## config.mk

```make
export PLATFORM = sky130hd
export DESIGN_NAME = rvc_regs
export DESIGN_NICKNAME = d
export VERILOG_FILES = /design/src/pkg/rvc_pkg.sv /design/src/logic/rvc_sync2.sv /design/src/logic/rvc_regs.sv
export SDC_FILE = /design/constraint.sdc
export NUM_CORES = 1
export LEC_CHECK = 0
export BUFFER_PORTS_ARGS = -buffer_cell sky130_fd_sc_hd__buf_2
export CAP_MARGIN = 20
export CORE_MARGIN = 2
export CORE_UTILIZATION = 53
export CTS_CLUSTER_DIAMETER = 50
export CTS_CLUSTER_SIZE = 14
export DETAILED_ROUTE_END_ITERATION = 12
export HOLD_SLACK_MARGIN = 0.12
export PLACE_DENSITY = 0.84
export REMOVE_ABC_BUFFERS = 1
export SLEW_MARGIN = 5
export SYNTH_ARGS = -nofsm -noshare
export SYNTH_HDL_FRONTEND = slang
export SYNTH_HIERARCHICAL = 1
export SYNTH_SLANG_ARGS = --single-unit
```

## constraint.sdc

```tcl
create_clock -name clk_sys_in -period 2 [get_ports clk_sys_in]
set_clock_uncertainty 0.15 [all_clocks]
set_input_delay 0.1 -clock clk_sys_in [delete_from_list [all_inputs] [get_ports clk_sys_in]]
set_output_delay 0.1 -clock clk_sys_in [all_outputs]
set_load 0.02 [all_outputs]
```

## src/pkg/rvc_pkg.sv

```systemverilog
// Package for the regulator voltage code register slice: offsets, resets, carriers
package rvc_pkg;

   // ------------------------------------------------------------
   // Register offsets on the shared register port
   // ------------------------------------------------------------
   localparam logic [7:0] RVC_OFF_SD4  = 8'h94;
   localparam logic [7:0] RVC_OFF_SD5  = 8'h96;
   localparam logic [7:0] RVC_OFF_SD6  = 8'h98;
   localparam logic [7:0] RVC_OFF_LDA2 = 8'h9a;

   // ------------------------------------------------------------
   // Values after reset
   // ------------------------------------------------------------
   localparam logic [7:0] RVC_RST_SD4     = 8'h2f;
   localparam logic [7:0] RVC_RST_SD5     = 8'h4b;
   localparam logic [7:0] RVC_RST_SD6_A   = 8'h3d;
   localparam logic [7:0] RVC_RST_SD6_B   = 8'h47;
   localparam logic [7:0] RVC_RST_SD6_C   = 8'h56;
   localparam logic [7:0] RVC_RST_LDA2_ON = 8'haa;
   localparam logic [7:0] RVC_RST_LDA2_LO = 8'h00;
   localparam logic       RVC_RST_SLEEP_N = 1'h1;

   // ------------------------------------------------------------
   // Field positions
   // ------------------------------------------------------------
   localparam int RVC_SD_MSB      = 6;
   localparam int RVC_LDA2_NRM_LSB = 0;
   localparam int RVC_LDA2_NRM_MSB = 3;
   localparam int RVC_LDA2_SLP_LSB = 4;
   localparam int RVC_LDA2_SLP_MSB = 7;
   localparam int RVC_SYNC_STAGES  = 2;

   // One-time-programmed variant selecting the OTP-dependent resets
   typedef enum logic [1:0] {
      RVC_VAR_A = 2'h0,   // sd6 0111101, a2 1010/1010
      RVC_VAR_B = 2'h1,   // sd6 1000111, a2 1010/1010
      RVC_VAR_C = 2'h3,   // sd6 1010110, a2 1010/1010
      RVC_VAR_D = 2'h2    // sd6 0111101, a2 0000/0000
   } rvc_variant_t;

   typedef struct packed {
      logic [7:0] addr;
      logic [7:0] wdata;
      logic       wr;
      logic       rd;
   } rvc_req_t;

   typedef struct packed {
      logic [6:0] sd4;
      logic [6:0] sd5;
      logic [6:0] sd6;
      logic [3:0] lda2;
   } rvc_target_t;

   function automatic logic [7:0] rvc_sd6_reset(input rvc_variant_t v);
      case (v)
         RVC_VAR_B: rvc_sd6_reset = RVC_RST_SD6_B;
         RVC_VAR_C: rvc_sd6_reset = RVC_RST_SD6_C;
         default:   rvc_sd6_reset = RVC_RST_SD6_A;
      endcase
   endfunction

   function automatic logic [7:0] rvc_lda2_reset(input rvc_variant_t v);
      rvc_lda2_reset = (v == RVC_VAR_D) ? RVC_RST_LDA2_LO : RVC_RST_LDA2_ON;
   endfunction

endpackage

```

## src/logic/rvc_sync2.sv

```systemverilog
// Two-flop synchroniser for pin-level inputs
`timescale 1ns/10ps
`default_nettype none
module rvc_sync2 #(
   parameter int   WIDTH     = 1,
   parameter logic RESET_VAL = 1'b0
) (
   input  wire logic             clk_sys_in,   // System clock
   input  wire logic             rst_in,       // Synchronous reset, active high
   input  wire logic [WIDTH-1:0] async_in,     // Asynchronous level
   output logic      [WIDTH-1:0] sync_out      // Synchronised level
);

   logic [WIDTH-1:0] meta_r;
   logic [WIDTH-1:0] meta_nxt;
   logic [WIDTH-1:0] sync_r;
   logic [WIDTH-1:0] sync_nxt;

   always_comb begin
      meta_nxt = async_in;
      sync_nxt = meta_r;
   end

   always_ff @(posedge clk_sys_in) begin
      if (rst_in) begin
         meta_r <= {WIDTH{RESET_VAL}};
         sync_r <= {WIDTH{RESET_VAL}};
      end else begin
         meta_r <= meta_nxt;
         sync_r <= sync_nxt;
      end
   end

   assign sync_out = sync_r;

endmodule
`default_nettype wire

```

## src/logic/rvc_regs.sv

```systemverilog
// Voltage code registers for step-down regulators 4, 5, 6 and low-dropout regulator A2
// Function
// - Step-down regulator 4 has a 7-bit read/write code in bits 6..0 that resets to 0101111.
// - Code 0x00 on a step-down code is a valid zero-volt setting and keeps power-good held high.
// - Step-down regulator 5 has a 7-bit read/write code in bits 6..0 that resets to 1001011.
// - Step-down regulator 6 has a 7-bit read/write code whose reset follows the OTP variant.
// - Regulator A2 has a 4-bit normal code in bits 3..0 resetting to 1010 or 0000 by variant.
// - Regulator A2 has a 4-bit sleep code in bits 7..4 applied while the sleep input is low.
`timescale 1ns/10ps
`default_nettype none
module rvc_regs (
   input  wire logic                  clk_sys_in,               // 40 MHz system clock
   input  wire logic                  rst_in,                   // Synchronous reset, active high
   input  wire rvc_pkg::rvc_req_t     reg_req_in,               // Register access request
   output logic                       reg_hit_out,              // Address maps to this slice
   output logic [7:0]                 reg_rdata_out,            // Read data, registered
   output logic                       reg_rvalid_out,           // Read data valid pulse
   input  wire rvc_pkg::rvc_variant_t otp_variant_in,           // OTP variant, same clock
   input  wire logic                  sleep_state_request_n_in, // Sleep pin, active low
   output rvc_pkg::rvc_target_t       target_out,               // Applied regulator codes
   output logic [2:0]                 pgood_hold_out            // Hold power-good, sd4/5/6
);

   // ------------------------------------------------------------
   // Storage
   // ------------------------------------------------------------
   logic [7:0]           sd4_r;
   logic [7:0]           sd4_nxt;
   logic [7:0]           sd5_r;
   logic [7:0]           sd5_nxt;
   logic [7:0]           sd6_r;
   logic [7:0]           sd6_nxt;
   logic [7:0]           lda2_r;
   logic [7:0]           lda2_nxt;
   logic [7:0]           rdata_r;
   logic [7:0]           rdata_nxt;
   logic                 rvalid_r;
   logic                 rvalid_nxt;
   logic                 hit;
   rvc_pkg::rvc_target_t target_r;
   rvc_pkg::rvc_target_t target_nxt;
   logic [2:0]           hold_r;
   logic [2:0]           hold_nxt;
   logic                 sleep_n_sync;
   logic [6:0]           wdata_lo7;

   assign wdata_lo7 = reg_req_in.wdata[6:0];

   // ------------------------------------------------------------
   // Sleep pin crossing
   // ------------------------------------------------------------
   rvc_sync2 #(
      .WIDTH     (1),
      .RESET_VAL (rvc_pkg::RVC_RST_SLEEP_N)
   ) u_sleep_sync (
      .clk_sys_in (clk_sys_in),
      .rst_in     (rst_in),
      .async_in   (sleep_state_request_n_in),
      .sync_out   (sleep_n_sync)
   );

   // ------------------------------------------------------------
   // Register decode and write
   // ------------------------------------------------------------
   always_comb begin
      sd4_nxt  = sd4_r;
      sd5_nxt  = sd5_r;
      sd6_nxt  = sd6_r;
      lda2_nxt = lda2_r;
      hit      = 1'b1;
      if (reg_req_in.addr == rvc_pkg::RVC_OFF_SD4) begin
         if (reg_req_in.wr) sd4_nxt = reg_req_in.wdata;
      end else if (reg_req_in.addr == rvc_pkg::RVC_OFF_SD5) begin
         if (reg_req_in.wr) sd5_nxt = reg_req_in.wdata;
      end else if (reg_req_in.addr == rvc_pkg::RVC_OFF_SD6) begin
         if (reg_req_in.wr) sd6_nxt = reg_req_in.wdata;
      end else if (reg_req_in.addr == rvc_pkg::RVC_OFF_LDA2) begin
         if (reg_req_in.wr) lda2_nxt = reg_req_in.wdata;
      end else begin
         hit = 1'b0;
      end
   end

   // Reads return the value before a same-cycle write; unmapped reads give zero
   always_comb begin
      rvalid_nxt = reg_req_in.rd;
      rdata_nxt  = 8'h00;
      if (reg_req_in.addr == rvc_pkg::RVC_OFF_SD4) begin
         rdata_nxt = sd4_r;
      end else if (reg_req_in.addr == rvc_pkg::RVC_OFF_SD5) begin
         rdata_nxt = sd5_r;
      end else if (reg_req_in.addr == rvc_pkg::RVC_OFF_SD6) begin
         rdata_nxt = sd6_r;
      end else if (reg_req_in.addr == rvc_pkg::RVC_OFF_LDA2) begin
         rdata_nxt = lda2_r;
      end
      if (!reg_req_in.rd) rdata_nxt = rdata_r;
   end

   // ------------------------------------------------------------
   // Applied codes, taken from the next values so a write lands at once
   // ------------------------------------------------------------
   always_comb begin
      target_nxt.sd4 = sd4_nxt[rvc_pkg::RVC_SD_MSB:0];
      target_nxt.sd5 = sd5_nxt[rvc_pkg::RVC_SD_MSB:0];
      target_nxt.sd6 = sd6_nxt[rvc_pkg::RVC_SD_MSB:0];
      if (sleep_n_sync) begin
         target_nxt.lda2 = lda2_nxt[rvc_pkg::RVC_LDA2_NRM_MSB:rvc_pkg::RVC_LDA2_NRM_LSB];
      end else begin
         target_nxt.lda2 = lda2_nxt[rvc_pkg::RVC_LDA2_SLP_MSB:rvc_pkg::RVC_LDA2_SLP_LSB];
      end
      // Zero volts is legal; power-good must not drop for it
      hold_nxt[0] = (target_nxt.sd4 == 7'h00);
      hold_nxt[1] = (target_nxt.sd5 == 7'h00);
      hold_nxt[2] = (target_nxt.sd6 == 7'h00);
   end

   always_ff @(posedge clk_sys_in) begin
      if (rst_in) begin
         sd4_r           <= rvc_pkg::RVC_RST_SD4;
         sd5_r           <= rvc_pkg::RVC_RST_SD5;
         sd6_r           <= rvc_pkg::rvc_sd6_reset(otp_variant_in);
         lda2_r          <= rvc_pkg::rvc_lda2_reset(otp_variant_in);
         rdata_r         <= 8'h00;
         rvalid_r        <= 1'b0;
         target_r.sd4    <= rvc_pkg::RVC_RST_SD4[6:0];
         target_r.sd5    <= rvc_pkg::RVC_RST_SD5[6:0];
         target_r.sd6    <= rvc_pkg::RVC_RST_SD6_A[6:0];
         target_r.lda2   <= rvc_pkg::RVC_RST_LDA2_LO[3:0];
         hold_r          <= 3'h0;
      end else begin
         sd4_r           <= sd4_nxt;
         sd5_r           <= sd5_nxt;
         sd6_r           <= sd6_nxt;
         lda2_r          <= lda2_nxt;
         rdata_r         <= rdata_nxt;
         rvalid_r        <= rvalid_nxt;
         target_r        <= target_nxt;
         hold_r          <= hold_nxt;
      end
   end

   assign reg_hit_out    = hit;
   assign reg_rdata_out  = rdata_r;
   assign reg_rvalid_out = rvalid_r;
   assign target_out     = target_r;
   assign pgood_hold_out = hold_r;
endmodule
`default_nettype wire

```

==> summary.txt <==
Run status
  – Outcome: finished, final reports clean

Die
  – Initial Util: 55.9%
  – Rows: 25
  – Top-level port count: 61
  – Core ar.: 4790 µm²
  – Die Span Y: 75.0 µm
  – Die width: 75.0 µm
  – Die Area: 5630 µm²

Clocking
  – Max Root-Sink Buffers: 2
  – H-tree levels: 2
  – CTS tree: built
  – Sink Count: 56
  – # Post-CTS Setup Buffers: 0
  – Clk pin slew, worst setup/hold paths: 0.10 ns
  – CTS Root Cell: clkbuf_8
  – CTS buffer count: 5
  – Clk_lat worst skew: 0.32 ns

Timing
  – Hold Slack: 0.158 ns
  – Tmin final: 1.88 ns
  – Max-slew violations: 0
  – Tcrit/Tclk final: 94.0%
  – Relative slew slack: 66.7%
  – Final worst slack: 0.120 ns
  – Slew @ Worst Pin: 0.497 ns
  – Final Hold Fails: 0
  – RSZ-0062 raised after global routing: false
  – Fmax: 0.532 GHz
  – Final setup fails: 0

Route
  – Post-route ant nets: 0
  – Starting DRT DRC Count: 232
  – DRT Pass-1 Iters: 4
  – Via/cell ratio: 5.90
  – DR vias: 2390
  – DRC: 0
  – DR WL/cell: 17.1 µm
  – Total wire length: 6.93 mm

Critical path
  – CP max stage delay: 0.58 ns
  – CP Max Fanout: 15
  – FF-to-FF Start: u_sleep_sync/sync_out
  – Crit-path cells: buf_2 -> or4b_1 -> buf_4 -> o31ai_2 -> a31oi_1 -> dlygate4sd3_1
  – Worst R2R End: target_out[0]
  – R2r setup slk: 0.36 ns
  – Worst Path Class, Setup: input port to flop
  – Worst R2R Path Depth: 3
  – Setup crit end kind: flop
  – Slowest-stage cell, CP: dlygate4sd3_1
  – Worst path required time: 2.06 ns
  – CP arrival: 1.94 ns
  – CP Launch Type: input port

Synthesis
  – Seq/Total Area, Yosys: 42.3%
  – Synth Instances: 271
  – Mean Syn Cell Area: 9.87 µm²
  – YS warnings: 6
  – Async SR Flop Fraction: 0%
  – Synth Cell Area: 2680 µm²
  – FF+latch count, synth: 56
  – EDFF count, synth: 1
  – Post-synth top flop: dfxtp_1
  – Number of library cell types mapped by synthesis: 43

Placed design
  – Global placer's final weighted congestion: 0.890
  – Placed insts: 374
  – Port Buffer Count: 60
  – Pre-CTS setup slack: 0.315 ns
  – Hpwl dp: 4.87 mm

Power and ir drop
  – Peak supply drop: 0.000406 V
  – Power per cell area: 656 nW/µm²
  – Total power: 2.15 mW
  – Leak: 1.38 nW

Global routing
  – GRT Total Usage: 25.7%
  – Global-route wire length before repair: 10.9 mm
  – Initial antenna violation count: 0
  – Largest net degree at the start of global routing: 24
  – Congestion Overflow GR: 0
  – Number of global-route vias before repair: 2223

Layout
  – Area grow syn2layout: 22.6%
  – Diodes inserted: 0
  – Final cell count without fillers: 405
  – Share of cells above drive strength 1: 27.8%
  – Most common cell after layout, fill and taps aside: buf_2
  – Commonest cells after routing, fill and taps aside: buf_2 (60), dfxtp_1 (55), mux2i_1 (40), nor2_1 (23), dlygate4sd3_1 (23)
  – Layout Nets: 360

Worst hold path
  – WHS Path Cells: 3
  – Worst Hold Path EP: sd5_r[3]
  – Hold Startpoint: rst_in
  – Hold crit path type: input port to flop

Run
  – Max_cap viols: 0
-- stage by stage --
step | area [µm²] | util, % | TNS (ns)
finish | 3280 | 68.5 | 0
global route | 3280 | 68.5 | 0
CTS | 3270 | 68.4 | 0
detailed placement | 2940 | 61.5 | 0
global placement | 2940 | 61.5 | 0
floorplan | 2460 | - | -2.67
-- registers in the layout, summed over array words and instances (netlist names) --
| signal | flops |
|---|---|
| lda2_r | 8 |
| pgood_hold_out | 3 |
| reg_rdata_out | 8 |
| reg_rvalid_out | 1 |
| sd4_r | 8 |
| sd5_r | 8 |
| sd6_r | 7 |
| target_out | 11 |
| u_sleep_sync/meta_r | 1 |
| u_sleep_sync/sync_out | 1 |
-- power by group --
part	total, mW	internal [mW]	switching [mW]
Clock	0.684	0.322	0.362
Combinational	0.289	0.129	0.160
Sequential	1.18	1.15	0.0247
-- what timing repair did --
action,4_1_cts,5_1_grt
setup endpoints to repair,0,2
endpoints found under the hold margin,46,0
gates resized for setup,0,1
hold buffers,23,0
-- Yosys cell counts, types with 5 or more instances --
cell | count | share of area (%)
dfxtp_1 | 55 | 41
mux2i_1 | 40 | 15
nor2_1 | 23 | 3.2
buf_4 | 15 | 4.2
nand2_1 | 12 | 1.7
nor4_1 | 12 | 2.8
nand4_1 | 9 | 2.1
a22o_1 | 8 | 2.6
o22ai_1 | 8 | 1.9
clkbuf_1 | 7 | 0.98
o31ai_1 | 7 | 2.0
a31oi_1 | 6 | 1.4
buf_1 | 6 | 0.84
buf_2 | 6 | 1.1
nand3_1 | 6 | 1.1
a211oi_1 | 5 | 1.4
nand2b_1 | 5 | 1.2
-- routing by layer --
layer	routed length, µm	share of wire, %	track usage (%)
met3	551	8.0	5.09
met4	180	2.6	11.5
met5	0	0	0
met1	2910	42	34.1
met2	3280	47	40.7
-- how the worst max path moves through the flow --
stage / depth (start not counted) / startpoint / endpoint
6_report: 6 / reg_req_in[12] / sd6_r[1]
5_1_grt: 6 / reg_req_in[12] / sd6_r[1]
2_1_floorplan: 3 / reg_req_in[10] / pgood_hold_out[0]
3_3_place_gp: 5 / reg_req_in[12] / target_out[5]
3_5_place_dp: 5 / reg_req_in[12] / sd6_r[1]
4_1_cts: 6 / reg_req_in[12] / sd6_r[1]
-- critical path, delay by kind of cell --
kind / cells / cell delay [ns]
compound gates: 2 / 0.41
simple gates: 1 / 0.51
buf+inv: 3 / 0.91
-- logic make-up (layout without fill, tap and decap cells) --
family / Yosys count / after routing / share of synthesized area (%)
compound gates: 49 / 49 / 13.8
buf+inv: 38 / 105 / 8.28
flops: 56 / 56 / 42.3
mux: 44 / 44 / 16.7
simple gates: 84 / 84 / 19.0
-- layout make-up --
cell class | count | area, µm²
repair buffers | 95 | 621
clock buffers | 7 | 97.6
fillers | 386 | 1510
clock inverters | 1 | 5.00
well taps | 67 | 83.8
multi-input cells | 177 | 1330
flip-flops and latches | 56 | 1130
inverters | 2 | 7.51
Note: power is estimated with default switching activity, not from simulation.
